`config.mk`:
```
export PLATFORM = sky130hd
export DESIGN_NAME = multichip_output_sync_control
export DESIGN_NICKNAME = d
export VERILOG_FILES = /design/src/hdl/sync_ctrl_pkg.sv /design/src/hdl/edge_sampler.sv /design/src/hdl/output_channel.sv /design/src/hdl/multichip_output_sync_control.sv
export SDC_FILE = /design/constraint.sdc
export NUM_CORES = 1
export LEC_CHECK = 0
export BUFFER_PORTS_ARGS = -buffer_cell sky130_fd_sc_hd__buf_2
export CORE_MARGIN = 2
export CORE_UTILIZATION = 40
export DETAILED_ROUTE_END_ITERATION = 6
export GPL_ROUTABILITY_DRIVEN = 0
export PLACE_DENSITY = 0.67
export SYNTH_ARGS = -nofsm -noshare
export SYNTH_HDL_FRONTEND = slang
export SYNTH_SLANG_ARGS = --single-unit
```
`constraint.sdc`:
```
create_clock -name ref_clk -period 15.9 [get_ports ref_clk]
set_input_delay 3.18 -clock ref_clk [delete_from_list [all_inputs] [get_ports ref_clk]]
set_output_delay 3.18 -clock ref_clk [all_outputs]
set_load 0.005 [all_outputs]
```
`src/hdl/sync_ctrl_pkg.sv`:
```
// Purpose: constants for the output synchronisation control block
// Assumes: one clock, the VCO input clock, on ref_clk
// Notes: register map on a plain address/strobe port, 16-bit data
package sync_ctrl_pkg;
	localparam int        NUM_OUT        = 5;
	// register offsets
	localparam logic [7:0] ADDR_CTRL      = 8'h00;
	localparam logic [7:0] ADDR_SYNC_EN   = 8'h04;
	localparam logic [7:0] ADDR_FDRV      = 8'h08;
	localparam logic [7:0] ADDR_STATUS    = 8'h0C;
	localparam logic [7:0] ADDR_OUT_BASE  = 8'h10;
	localparam logic [7:0] ADDR_OUT_STEP  = 8'h04;
	// field positions
	localparam int        CTRL_MODE_LSB  = 0;
	localparam int        CTRL_PDN_BIT   = 2;
	localparam int        OUT_MOD_LSB    = 0;
	localparam int        OUT_DEL_LSB    = 8;
	localparam int        STAT_BUSY_BIT  = 0;
	localparam int        STAT_HELD_LSB  = 1;
	// reset values
	localparam logic [1:0] RST_MODE       = 2'h1;
	localparam logic       RST_PDN        = 1'b0;
	localparam logic [4:0] RST_SYNC_EN    = 5'h00;
	localparam logic [4:0] RST_FDRV       = 5'h00;
	localparam logic [5:0] RST_MOD        = 6'h04;
	localparam logic [5:0] RST_DEL        = 6'h00;
	// mode codes
	localparam logic [1:0] MODE_CONTROL   = 2'h0;
	localparam logic [1:0] MODE_STANDALONE = 2'h1;
	// timing counts in VCO cycles
	localparam logic [6:0] LAT_STANDALONE = 7'h06;
	localparam logic [6:0] LAT_FSYNC      = 7'h3E;
	localparam logic [6:0] LAT_FOLLOW     = 7'h07;
	localparam logic [6:0] FDRV_BASE      = 7'h06;
	localparam logic [6:0] FDRV_STEP      = 7'h07;
	localparam logic [5:0] FDRV_MAX_MOD   = 6'h08;
	localparam logic [6:0] CNT_LAST       = 7'h7F;

	typedef enum logic [1:0] {S_IDLE, S_GATE, S_WAITN, S_COUNT} sync_state_t;
endpackage : sync_ctrl_pkg

```
`src/hdl/edge_sampler.sv`:
```
// Purpose: registers sync and N divider levels and flags both sync edges and the N divider rise
// Assumes: both inputs synchronous to ref_clk
// Notes: pulses are one cycle wide, one cycle after the edge
`timescale 1ns/1ps
`default_nettype none
module edge_sampler
	import sync_ctrl_pkg::*;
(
	input  wire logic ref_clk,
	input  wire logic arst_n,
	input  wire logic syncIn,
	input  wire logic nDivider,
	output var  logic syncRise,
	output var  logic syncFall,
	output var  logic nRise
);
	logic syncPrev;
	logic nPrev;

	// previous levels
	always_ff @(posedge ref_clk or negedge arst_n)
	begin
		if (!arst_n)
		begin
			syncPrev <= 1'b0;
			nPrev    <= 1'b0;
		end
		else
		begin
			syncPrev <= syncIn;
			nPrev    <= nDivider;
		end
	end

	// edge pulses
	always_ff @(posedge ref_clk or negedge arst_n)
	begin
		if (!arst_n)
		begin
			syncRise <= 1'b0;
			syncFall <= 1'b0;
			nRise    <= 1'b0;
		end
		else
		begin
			syncRise <= syncIn & ~syncPrev;
			syncFall <= ~syncIn & syncPrev;
			nRise    <= nDivider & ~nPrev;
		end
	end
endmodule : edge_sampler
`default_nettype wire

```
`src/hdl/output_channel.sv`:
```
// Purpose: one divided output with runt-free gating and timed restart
// Assumes: modulus already clamped by the caller
// Notes: moduli 0 and 1 run with a two-cycle period here
`timescale 1ns/1ps
`default_nettype none
module output_channel
	import sync_ctrl_pkg::*;
(
	input  wire logic       ref_clk,
	input  wire logic       arst_n,
	input  wire logic [5:0] modulus,
	input  wire logic       syncEnable,
	input  wire logic       gate,
	input  wire logic       restart,
	output var  logic       clkOut,
	output var  logic       held
);
	logic [5:0] count;
	logic [5:0] period;
	logic [5:0] half;
	logic [5:0] next_count;
	logic       next_level;

	// divider period and high time
	assign period     = (modulus < 6'h02) ? 6'h02 : modulus;
	assign half       = 6'((period + 6'h01) >> 1);
	assign next_count = (count >= period - 6'h01) ? 6'h00 : count + 6'h01;
	assign next_level = next_count < half;

	// divider, gating and restart
	always_ff @(posedge ref_clk or negedge arst_n)
	begin
		if (!arst_n)
		begin
			count  <= 6'h00;
			clkOut <= 1'b0;
			held   <= 1'b0;
		end
		else if (!syncEnable)
		begin
			held   <= 1'b0;
			count  <= next_count;
			clkOut <= next_level;
		end
		else if (restart)
		begin
			held   <= 1'b0;
			count  <= 6'h00;
			clkOut <= 1'b1;
		end
		else if (held)
		begin
			count  <= 6'h00;
			clkOut <= 1'b0;
		end
		else if (gate && !next_level)
		begin
			held   <= 1'b1;
			count  <= 6'h00;
			clkOut <= 1'b0;
		end
		else
		begin
			count  <= next_count;
			clkOut <= next_level;
		end
	end
endmodule : output_channel
`default_nettype wire

```
`src/hdl/multichip_output_sync_control.sv`:
```
// Purpose: sync sequencer, register file and five synchronised outputs
// Assumes: ref_clk is the VCO input clock; sync and N divider are synchronous
// Notes: release times are counted from the N divider edge or the sync fall
//
// Chosen here: the placing of the registers and the plain strobed port.
`timescale 1ns/1ps
`default_nettype none
module multichip_output_sync_control
	import sync_ctrl_pkg::*;
(
	input  wire logic                 ref_clk,
	input  wire logic                 arst_n,
	input  wire logic [7:0]           busAddr,
	input  wire logic [15:0]          busWrData,
	input  wire logic                 busWrite,
	input  wire logic                 busRead,
	output var  logic [15:0]          busRdData,
	input  wire logic                 syncIn,
	input  wire logic                 nDivider,
	output wire logic [NUM_OUT-1:0]   clkOut,
	output var  logic                 syncBusy
);
	logic [1:0]         syncMode;
	logic               pllPowerDown;
	logic [NUM_OUT-1:0] outputSyncEnable;
	logic [NUM_OUT-1:0] followerDriveSelect;
	logic [5:0]         outputDivideModulus [NUM_OUT];
	logic [5:0]         outputCycleDelay    [NUM_OUT];
	logic [5:0]         effModulus          [NUM_OUT];
	logic [6:0]         releaseAt           [NUM_OUT];
	logic [NUM_OUT-1:0] restart;
	logic [NUM_OUT-1:0] heldVec;
	logic [15:0]        next_rdData;
	logic [6:0]         refCount;
	logic               syncRise;
	logic               syncFall;
	logic               nRise;
	logic               retimeToN;
	logic               isControl;
	sync_state_t        state;

	// address of an output's configuration word
	function automatic logic [7:0] out_cfg_addr(input int idx);
		return ADDR_OUT_BASE + 8'(idx * int'(ADDR_OUT_STEP));
	endfunction : out_cfg_addr

	// driver detection: the select bit counts only in controller mode
	function automatic logic is_driver(input logic [1:0] mode, input logic fdrv);
		return (mode == MODE_CONTROL) && fdrv;
	endfunction : is_driver

	// divider modulus actually used by an output
	function automatic logic [5:0] eff_mod(input logic driver, input logic [5:0] mod);
		logic [5:0] m;
		m = (mod == 6'h00) ? 6'h01 : mod;
		if (driver && m > FDRV_MAX_MOD)
			m = FDRV_MAX_MOD;
		return m;
	endfunction : eff_mod

	// cycle, counted from the reference point, of an output's first rise
	function automatic logic [6:0] release_cycle(input logic [1:0] mode, input logic driver,
		input logic [5:0] mod, input logic [5:0] del);
		logic [6:0] base;
		logic [6:0] m7;
		m7 = {1'b0, eff_mod(driver, mod)};
		if (mode[1])
			base = LAT_FOLLOW;
		else if (mode == MODE_STANDALONE)
			base = LAT_STANDALONE;
		else if (driver)
			base = FDRV_BASE + 7'(FDRV_STEP * ({1'b0, FDRV_MAX_MOD} - m7));
		else
			base = LAT_FSYNC;
		if (driver)
			return base;
		return base + {1'b0, del};
	endfunction : release_cycle

	assign isControl = (syncMode == MODE_CONTROL);
	// N divider retiming only with a running PLL, never for a follower
	assign retimeToN = !syncMode[1] && !pllPowerDown;

	// global configuration writes
	always_ff @(posedge ref_clk or negedge arst_n)
	begin
		if (!arst_n)
		begin
			syncMode            <= RST_MODE;
			pllPowerDown        <= RST_PDN;
			outputSyncEnable    <= RST_SYNC_EN;
			followerDriveSelect <= RST_FDRV;
		end
		else if (busWrite)
		begin
			if (busAddr == ADDR_CTRL)
			begin
				syncMode     <= busWrData[CTRL_MODE_LSB +: 2];
				pllPowerDown <= busWrData[CTRL_PDN_BIT];
			end
			if (busAddr == ADDR_SYNC_EN)
				outputSyncEnable <= busWrData[NUM_OUT-1:0];
			if (busAddr == ADDR_FDRV)
				followerDriveSelect <= busWrData[NUM_OUT-1:0];
		end
	end

	// per-output configuration, release times and channels
	for (genvar i = 0; i < NUM_OUT; i++)
	begin : g_out
		always_ff @(posedge ref_clk or negedge arst_n)
		begin
			if (!arst_n)
			begin
				outputDivideModulus[i] <= RST_MOD;
				outputCycleDelay[i]    <= RST_DEL;
			end
			else if (busWrite && busAddr == out_cfg_addr(i))
			begin
				outputDivideModulus[i] <= busWrData[OUT_MOD_LSB +: 6];
				outputCycleDelay[i]    <= busWrData[OUT_DEL_LSB +: 6];
			end
		end

		assign effModulus[i] = eff_mod(is_driver(syncMode, followerDriveSelect[i]), outputDivideModulus[i]);
		assign releaseAt[i]  = release_cycle(syncMode, is_driver(syncMode, followerDriveSelect[i]),
			outputDivideModulus[i], outputCycleDelay[i]);
		// restart exactly on the counted cycle
		assign restart[i]    = (state == S_COUNT) && (refCount == releaseAt[i]);

		output_channel u_chan (
			.ref_clk    (ref_clk),
			.arst_n     (arst_n),
			.modulus    (effModulus[i]),
			.syncEnable (outputSyncEnable[i]),
			.gate       (state == S_GATE),
			.restart    (restart[i]),
			.clkOut     (clkOut[i]),
			.held       (heldVec[i])
		);
	end

	edge_sampler u_edges (
		.ref_clk  (ref_clk),
		.arst_n   (arst_n),
		.syncIn   (syncIn),
		.nDivider (nDivider),
		.syncRise (syncRise),
		.syncFall (syncFall),
		.nRise    (nRise)
	);

	// sync sequencer
	always_ff @(posedge ref_clk or negedge arst_n)
	begin
		if (!arst_n)
			state <= S_IDLE;
		else
		begin
			unique case (state)
				S_IDLE:  if (syncRise) state <= S_GATE;
				S_GATE:  if (syncFall) state <= retimeToN ? S_WAITN : S_COUNT;
				S_WAITN: if (nRise) state <= S_COUNT;
				S_COUNT: if (refCount == CNT_LAST) state <= S_IDLE;
			endcase
		end
	end

	// cycle counter from the reference point
	always_ff @(posedge ref_clk or negedge arst_n)
	begin
		if (!arst_n)
			refCount <= 7'h00;
		else if (state == S_COUNT)
			refCount <= refCount + 7'h01;
		else
			refCount <= 7'h00;
	end

	// busy flag
	always_ff @(posedge ref_clk or negedge arst_n)
	begin
		if (!arst_n)
			syncBusy <= 1'b0;
		else
			syncBusy <= (state != S_IDLE);
	end

	// read multiplexer
	always_comb
	begin
		next_rdData = 16'h0000;
		unique case (busAddr)
			ADDR_CTRL:    next_rdData = 16'({pllPowerDown, syncMode});
			ADDR_SYNC_EN: next_rdData = 16'(outputSyncEnable);
			ADDR_FDRV:    next_rdData = 16'(followerDriveSelect);
			ADDR_STATUS:  next_rdData = 16'({heldVec, syncBusy});
			default:      next_rdData = 16'h0000;
		endcase
		for (int k = 0; k < NUM_OUT; k++)
			if (busAddr == out_cfg_addr(k))
				next_rdData = {2'h0, outputCycleDelay[k], 2'h0, outputDivideModulus[k]};
	end

	// read data, valid the cycle after the strobe
	always_ff @(posedge ref_clk or negedge arst_n)
	begin
		if (!arst_n)
			busRdData <= 16'h0000;
		else if (busRead)
			busRdData <= next_rdData;
		else
			busRdData <= 16'h0000;
	end

	// checks on the sequencer and release timing
	property p_undisturbed;
		@(posedge ref_clk) disable iff (!arst_n)
		(heldVec & ~$past(outputSyncEnable)) == '0;
	endproperty
	a_undisturbed: assert property (p_undisturbed) else $error("disabled output was gated");

	property p_retime_path;
		@(posedge ref_clk) disable iff (!arst_n)
		(state == S_GATE && syncFall) |=> ((state == S_WAITN) == (!syncMode[1] && !pllPowerDown));
	endproperty
	a_retime_path: assert property (p_retime_path) else $error("wrong retime path");

	property p_follow_no_n;
		@(posedge ref_clk) disable iff (!arst_n)
		syncMode[1] |-> state != S_WAITN;
	endproperty
	a_follow_no_n: assert property (p_follow_no_n) else $error("follower waited on N");

	property p_n_reference;
		@(posedge ref_clk) disable iff (!arst_n)
		(state == S_WAITN && nRise) |=> (state == S_COUNT && refCount == 7'h00);
	endproperty
	a_n_reference: assert property (p_n_reference) else $error("count not started at N edge");

	property p_standalone_lat;
		@(posedge ref_clk) disable iff (!arst_n)
		(syncMode == MODE_STANDALONE) |-> releaseAt[0] == LAT_STANDALONE + {1'b0, outputCycleDelay[0]};
	endproperty
	a_standalone_lat: assert property (p_standalone_lat) else $error("standalone latency wrong");

	property p_fsync_lat;
		@(posedge ref_clk) disable iff (!arst_n)
		(isControl && !followerDriveSelect[1]) |-> releaseAt[1] == LAT_FSYNC + {1'b0, outputCycleDelay[1]};
	endproperty
	a_fsync_lat: assert property (p_fsync_lat) else $error("follower-sync latency wrong");

	property p_driver_nodelay;
		@(posedge ref_clk) disable iff (!arst_n)
		(isControl && followerDriveSelect[2] && $changed(outputCycleDelay[2]) && $stable(outputDivideModulus[2]))
			|-> $stable(releaseAt[2]);
	endproperty
	a_driver_nodelay: assert property (p_driver_nodelay) else $error("driver used its delay");

	property p_clamp;
		@(posedge ref_clk) disable iff (!arst_n)
		(isControl && followerDriveSelect[3] && outputDivideModulus[3] > FDRV_MAX_MOD)
			|-> effModulus[3] == FDRV_MAX_MOD;
	endproperty
	a_clamp: assert property (p_clamp) else $error("driver modulus not clamped");

	property p_no_clamp;
		@(posedge ref_clk) disable iff (!arst_n)
		(syncMode[1] && outputDivideModulus[4] != 6'h00) |-> effModulus[4] == outputDivideModulus[4];
	endproperty
	a_no_clamp: assert property (p_no_clamp) else $error("modulus limited outside driver");

	property p_held_low;
		@(posedge ref_clk) disable iff (!arst_n)
		(heldVec[0] && !$past(restart[0])) |-> !clkOut[0];
	endproperty
	a_held_low: assert property (p_held_low) else $error("held output not low");

	property p_count_bounded;
		@(posedge ref_clk) disable iff (!arst_n)
		$rose(state == S_COUNT) |-> ##[1:130] (state == S_IDLE);
	endproperty
	a_count_bounded: assert property (p_count_bounded) else $error("count phase overran");

	property p_follow_lat;
		@(posedge ref_clk) disable iff (!arst_n)
		syncMode[1] |-> releaseAt[3] == LAT_FOLLOW + {1'b0, outputCycleDelay[3]};
	endproperty
	a_follow_lat: assert property (p_follow_lat) else $error("follower latency wrong");

	property p_count_from_fall;
		@(posedge ref_clk) disable iff (!arst_n)
		(state == S_GATE && syncFall && !retimeToN) |=> (state == S_COUNT && refCount == 7'h00);
	endproperty
	a_count_from_fall: assert property (p_count_from_fall) else $error("count not started at sync fall");

	property p_all_drivers;
		@(posedge ref_clk) disable iff (!arst_n)
		(isControl && (&followerDriveSelect))
			|-> releaseAt[0] == FDRV_BASE + 7'(FDRV_STEP * ({1'b0, FDRV_MAX_MOD} - {1'b0, effModulus[0]}));
	endproperty
	a_all_drivers: assert property (p_all_drivers) else $error("driver timing lost with five drivers");

	property p_restart_rise;
		@(posedge ref_clk) disable iff (!arst_n)
		(restart[0] && outputSyncEnable[0]) |=> clkOut[0];
	endproperty
	a_restart_rise: assert property (p_restart_rise) else $error("output did not rise on release");
endmodule : multichip_output_sync_control
`default_nettype wire

```
# Word level (Yosys, flattened, before mapping)
# Index checks and enable logic that the tools add are counted.
# totals
out_inout_bits	22
wordCells	292
regBits	144
# op_classes
n_eq_ne	22
n_mul	5
n_mux	124
n_reduce_logical	46
bitwise	6
order_cmp	20
addsub	31
# ops
cell	count
$mux W6	40
$mux W7	26
$mux W16	6
$add A6 B1 Y6 const B	10
$mux W1	46
$add A3 B7 Y7 const A	5
$add A7 B6 Y7	5
$eq A7 B7 Y1	5
$mul A3 B7 Y7 const A	5
$sub A4 B6 Y7 const A	5
$eq A8 B5 Y1 const B	4
$ge A6 B6 Y1	5
$gt A6 B4 Y1 const B	5
$logic_not A6 Y1	5
$lt A6 B2 Y1 const B	5
$lt A6 B5 Y1	5
$sub A6 B1 Y6 const B	5
$logic_and A1 B1 Y1	26
$pmux W6 S4	1
$eq A8 B4 Y1 const B	2
$eq A8 B3 Y1 const B	1
$eq A8 B6 Y1 const B	1
$logic_not A8 Y1	1
$mux W2	4
other kinds (13)	31

# Longest topological paths before layout
# logic_depth
ltp_word	17
ltp_mapped	28
ltp_nobuf	25

# Hierarchy
# Synthesis repeated with hierarchy kept, for this count alone.
# hier_totals
cells_unflattened	1396
hier_area_um2	12949.9
# by_module_without_submodules
mod	area_per_inst_um2	cells_each	n_inst
multichip_output_sync_control	8780.9	943	1
output_channel	804.5	89	5
edge_sampler	146.4	8	1

# Worst setup path before layout
# OpenSTA, ideal clock, no wires.
# synth_path
path_kind	flip-flop to flip-flop
start	register syncMode[0]
end	register g_out[0].u_chan.count[0]
required_time_ns	15.820
path_slack_ns	9.463
arrival_ns	6.357
path_stages_with_launch	29
period_less_slack_ns	6.437
n_path_buf	3
cell_sequence	dfstp_2 -> buf_2 -> nor3b_2 -> buf_2 -> nand2_1 -> a22oi_1 -> ha_1 -> clkbuf_1 -> inv_1 -> o2111a_1 -> a211oi_2 -> inv_1 -> fa_1 -> ha_1 -> ha_1 -> nand3_1 -> a2111oi_0 -> nor2_1 -> nand2_1 -> xnor2_1 -> a21oi_1 -> ha_1 -> nor3b_1 -> o221a_2 -> or2_2 -> a2111oi_0 -> a21boi_1 -> a41oi_2 -> nor3b_2
# synth_between
elab_chain_len	16
elab_cells_between_ends	30
# synth_lines
item	line	source
start, declared	multichip_output_sync_control.sv:23	logic [1:0] syncMode;
start signal, assigned	multichip_output_sync_control.sv:98	syncMode <= busWrData[CTRL_MODE_LSB +: 2];
$logic_not A2 Y1	multichip_output_sync_control.sv:49	return (mode == MODE_CONTROL) && fdrv;
$logic_and A1 B1 Y1	multichip_output_sync_control.sv:49	
$logic_and A1 B1 Y1	multichip_output_sync_control.sv:56	if (driver && m > FDRV_MAX_MOD)
$mux W6	multichip_output_sync_control.sv:56	
$sub A4 B6 Y7 / $lt A6 B2 Y1 (equally long branches)	multichip_output_sync_control.sv:72, output_channel.sv:25	
$mul A3 B7 Y7 / $mux W6 (equally long branches)	multichip_output_sync_control.sv:72, output_channel.sv:25	
$add A3 B7 Y7 / $sub A6 B1 Y6 (equally long branches)	multichip_output_sync_control.sv:72, output_channel.sv:27	
$mux W7 / $ge A6 B6 Y1 (equally long branches)	multichip_output_sync_control.sv:71, output_channel.sv:27	
$mux W7 / $mux W6 (equally long branches)	multichip_output_sync_control.sv:69, output_channel.sv:27	
$mux W7 / $lt A6 B5 Y1 (equally long branches)	multichip_output_sync_control.sv:67, output_channel.sv:28	
$add A7 B6 Y7, or another cell as far along	multichip_output_sync_control.sv:77	return base + {1'b0, del};
$mux W7 / $logic_and A1 B1 Y1 (equally long branches)	multichip_output_sync_control.sv:77, output_channel.sv:56	
$eq A7 B7 Y1 / $mux W6 (equally long branches)	multichip_output_sync_control.sv:129, output_channel.sv:56	
$logic_and A1 B1 Y1 / $mux W6 (equally long branches)	multichip_output_sync_control.sv:129, output_channel.sv:51	
$mux W6	output_channel.sv:45	else if (restart)
$mux W6 *	output_channel.sv:39	else if (!syncEnable)
end signal, assigned	output_channel.sv:42	count <= next_count;
end signal, assigned	output_channel.sv:64	count <= next_count;
end, declared	output_channel.sv:18	logic [5:0] count;
# Every way passes the cells marked *; elsewhere a longest branch is shown, timed or not. The select of a mux whose other input is x is not followed.
# A chain may end at the register's enable or synchronous reset.

# Final worst setup path
# layout_path
start	register outputDivideModulus[27] in the netlist's numbering
end	register g_out[0].u_chan.count[0]
# layout_between
elab_chain_len	17
elab_cells_between_ends	29
# layout_lines
item	line	source
start, declared	multichip_output_sync_control.sv:27	logic [5:0] outputDivideModulus [NUM_OUT];
start signal, assigned by index	multichip_output_sync_control.sv:120	outputDivideModulus[i] <= busWrData[OUT_MOD_LSB +: 6];
$logic_not A6 Y1	multichip_output_sync_control.sv:55	m = (mod == 6'h00) ? 6'h01 : mod;
$mux W6 *	multichip_output_sync_control.sv:55	
$gt A6 B4 Y1	multichip_output_sync_control.sv:56	
$logic_and A1 B1 Y1	multichip_output_sync_control.sv:56	
$mux W6 *	multichip_output_sync_control.sv:56	
$sub A4 B6 Y7 / $lt A6 B2 Y1 (equally long branches)	multichip_output_sync_control.sv:72, output_channel.sv:25	
$mul A3 B7 Y7 / $mux W6 (equally long branches)	multichip_output_sync_control.sv:72, output_channel.sv:25	
$add A3 B7 Y7 / $sub A6 B1 Y6 (equally long branches)	multichip_output_sync_control.sv:72, output_channel.sv:27	
$mux W7 / $ge A6 B6 Y1 (equally long branches)	multichip_output_sync_control.sv:71, output_channel.sv:27	
$mux W7 / $mux W6 (equally long branches)	multichip_output_sync_control.sv:69, output_channel.sv:27	
$mux W7 / $lt A6 B5 Y1 (equally long branches)	multichip_output_sync_control.sv:67, output_channel.sv:28	
$add A7 B6 Y7, or another cell as far along	multichip_output_sync_control.sv:77	
$mux W7 / $logic_and A1 B1 Y1 (equally long branches)	multichip_output_sync_control.sv:77, output_channel.sv:56	
$eq A7 B7 Y1 / $mux W6 (equally long branches)	multichip_output_sync_control.sv:129, output_channel.sv:56	
$logic_and A1 B1 Y1 / $mux W6 (equally long branches)	multichip_output_sync_control.sv:129, output_channel.sv:51	
$mux W6	output_channel.sv:45	
$mux W6 *	output_channel.sv:39	
# Marked as above.

==> impl_metrics.py <==
metrics = {
    "status": {
        "outcome": "completed",
    },
    "clock_tree": {
        "root_buffer": "clkbuf_16",
        "clock_sinks": 140,
        "clock_latency_ps": 430,
        "cts.path.max_buffers": 2,
        "cts_resized": 0,
        "htree_levels": 4,
        "post_cts.repair.setup_buffers": 0,
        "cts_made_buffers": 17,
        "cts_hold_buf": 0,
        "clkTransAtPathRegs_ps": 70,
        "cts_tree": "built",
    },
    "drt": {
        "wl_um": 36940,
        "viasPerCell": 5.874,
        "vias": 11730,
        "dr.pass1.iters": 7,
        "postRouteAntennaNets": 0,
        "routedWlPerCell_um": 18.50,
        "drt-initial-drc-count": 1082,
        "drc": 0,
    },
    "layout": {
        "fin_nets": 1737,
        "final_common_cell": "ha_1",
        "fill_cells": 3211,
        "area.sequential_um2": 3511,
        "fin_area_um2": 14750,
        "multi_input_area_um2": 9465,
        "final_cell_mix": "ha_1, dfrtp_1, nor2_1, nand2_1, inv_1",
        "final_layout_size_suffix_gt1_frac": 0.1389,
        "area_delta_synth_final_pct": 7.518,
    },
    "timing": {
        "slew_headroom": 0.2269,
        "period_minus_slack_ps": 7369,
        "setup-tns-final_ps": 0,
        "hold_violations": 0,
        "final.setup.worst_slack_ps": 8531,
        "fmaxAchievable_mhz": 135.7,
        "tightest_slew_ps": 1148,
        "rsz0062_at_grt": "no",
        "setup_viol": 0,
        "skew_ps": 6.683,
        "period_share": 0.4634,
        "slew_violations": 0,
    },
    "floorplanning": {
        "fp.dieW_um": 189.2,
        "ios": 52,
        "die-area_um2": 35780,
        "core-area_um2": 33620,
        "initial_utilization": 0.4080,
        "die_y_um": 189.2,
        "fp-row-count": 67,
    },
    "job": {
        "drv_cap": 0,
    },
    "placed_design": {
        "port_buffers": 43,
        "placed_area_um2": 14190,
        "dpl.hpwl_um": 27480,
        "pre_cts_ws_ps": 8664,
    },
    "yosys": {
        "syn_area_um2": 13710,
        "ys.warnings.count": 0,
        "synth_largest_area_cell": "dfrtp_1",
        "synth-seq-cells": 140,
        "synth.distinct_cells": 86,
        "async_flop_share": 1.000,
        "synthCells": 1551,
        "avgSynthCellArea_um2": 8.842,
        "synth_area_leaders": "dfrtp_1, ha_1, mux2_2",
        "synth-seq-area-share": 0.2560,
        "ys_dominant_reg_cell": "dfrtp_1",
        "synth_top_cell_area_share": 0.2445,
        "synth_edf_count": 0,
    },
    "critical_path": {
        "worstPathMaxFanout": 17,
        "worstSetupPathType": "flip-flop to flip-flop",
        "startpoint_type": "flip-flop",
        "arrival_ps": 7730,
        "crit_path_end_kind": "flip-flop",
        "required_ps": 16260,
    },
    "global_route": {
        "grt_use_total": 0.2106,
        "first_global_vias": 11206,
        "grt_max_degree": 72,
        "overflow": 0,
        "antenna_found_initial": 2,
        "grt_pass1_wl_um": 60000,
    },
    "power": {
        "p_leak_uw": 0.006736,
        "peakVddDrop_uv": 69.34,
        "power_density_nw_per_um2": 137.2,
    },
    "min_path": {
        "min_path_type": "flip-flop to flip-flop",
    },
}
## cells by family (layout without fill, tap and decap cells)
| logic type | after synthesis | count (layout) | share of synthesized area |
|---|---|---|---|
| AO/OA/AOI/OAI | 353 | 353 | 0.1785 |
| XOR/XNOR | 116 | 116 | 0.07910 |
| adder cells (fa/ha/maj) | 171 | 171 | 0.1697 |
| buffers and inverters | 185 | 179 | 0.05538 |
| flip-flops | 140 | 140 | 0.2560 |
| multiplexers | 99 | 99 | 0.07983 |
| other | 1 | 5 | 0.0002734 |
| AND/OR/NAND/NOR | 486 | 486 | 0.1812 |
## worst max-delay path: stages (launching register included)
cell       delay (ps)
dfrtp_1           720
or3_1             360
nand2_1           160
a22oi_1           610
ha_1              480
inv_1             180
o2111a_1          180
a211oi_2          250
inv_1             120
fa_1              450
ha_1              320
ha_1              360
nand3_1           140
a2111oi_0         310
nor2_1            100
nand2_1           130
xnor2_1           130
a21oi_1            90
ha_1              350
nor3b_1           160
o221a_2           260
or2_2             290
a2111oi_0         320
a21boi_1          250
a41oi_2           360
nor3b_2           210
## per-stage QoR
step	utilization	std cells	hold WS, ps	power, µW
CTS	0.4386	1996	406.5	2025
global placement	0.4222	1965	385.1	1598
global route	0.4386	1996	431.9	2217
finish	0.4386	1997	401.9	2023
floorplan	-	1554	377.7	1376
detailed placement	0.4222	1965	396.8	1636
## report_power, final
part | switching (µW) | total, µW | internal [µW] | leakage (µW)
registers | 59.8 | 461 | 401 | 0.00188
clock network | 168 | 383 | 215 | 0.000251
logic | 660 | 1180 | 519 | 0.00461
## sequential cells by signal, summed over array words and instances, names as in the netlist
name and flops:
g_out.u_chan.clkOut 5, g_out.u_chan.count 30, refCount 7, u_edges.nPrev 1, syncMode 2, busRdData 12, u_edges.syncPrev 1, followerDriveSelect 5
outputDivideModulus 30, state 2, pllPowerDown 1, syncBusy 1, outputCycleDelay 30, u_edges.nRise 1, u_edges.syncFall 1, outputSyncEnable 5
g_out.u_chan.held 5, u_edges.syncRise 1
## metal layers
metal,track usage,part of all wire
met3,0.02743,0.058
met1,0.2927,0.46
met4,0.07212,0.029
met5,0,0.00035
met2,0.3369,0.45
## path summary, 6_finish.rpt
path,startpoint,endpoint,slack (ps),cells after the start
worst max-delay path,outputDivideModulus[27],g_out[0].u_chan.count[0],8530,25
max in group asynchronous,arst_n,g_out[4].u_chan.count[2],11770,2
min in group asynchronous,arst_n,g_out[2].u_chan.count[0],2730,1
worst min register to register,u_edges.nPrev,u_edges.nRise,400,1
worst max register to register,outputDivideModulus[27],g_out[0].u_chan.count[0],8530,25
worst min-delay path,u_edges.nPrev,u_edges.nRise,400,1
## synthesized netlist by cell type (15+ instances only)
master	number
a211oi_1	17
a21o_1	25
a21oi_1	87
a22oi_1	26
and2_1	20
and3_1	15
clkbuf_1	69
dfrtp_1	134
fa_1	25
ha_1	146
inv_1	94
mux2_2	83
mux2i_1	16
nand2_1	111
nand2b_1	19
nand3_1	53
nor2_1	115
nor2b_1	16
nor3_1	29
nor4_1	21
o21ai_0	56
or3_1	20
xnor2_1	73
xor2_1	38
## layout make-up
class                           instances  area share
Clock buffer                           18     0.02910
Clock inverter                         13    0.008146
Multi-Input combinational cell       1229      0.6419
Timing Repair Buffer                   54     0.02062
Sequential cell                       140      0.2381
Tap cell                              448     0.03801
Inverter                               94     0.02393
Antenna cell                            1   0.0001697
(Power assumes the default switching activity.)
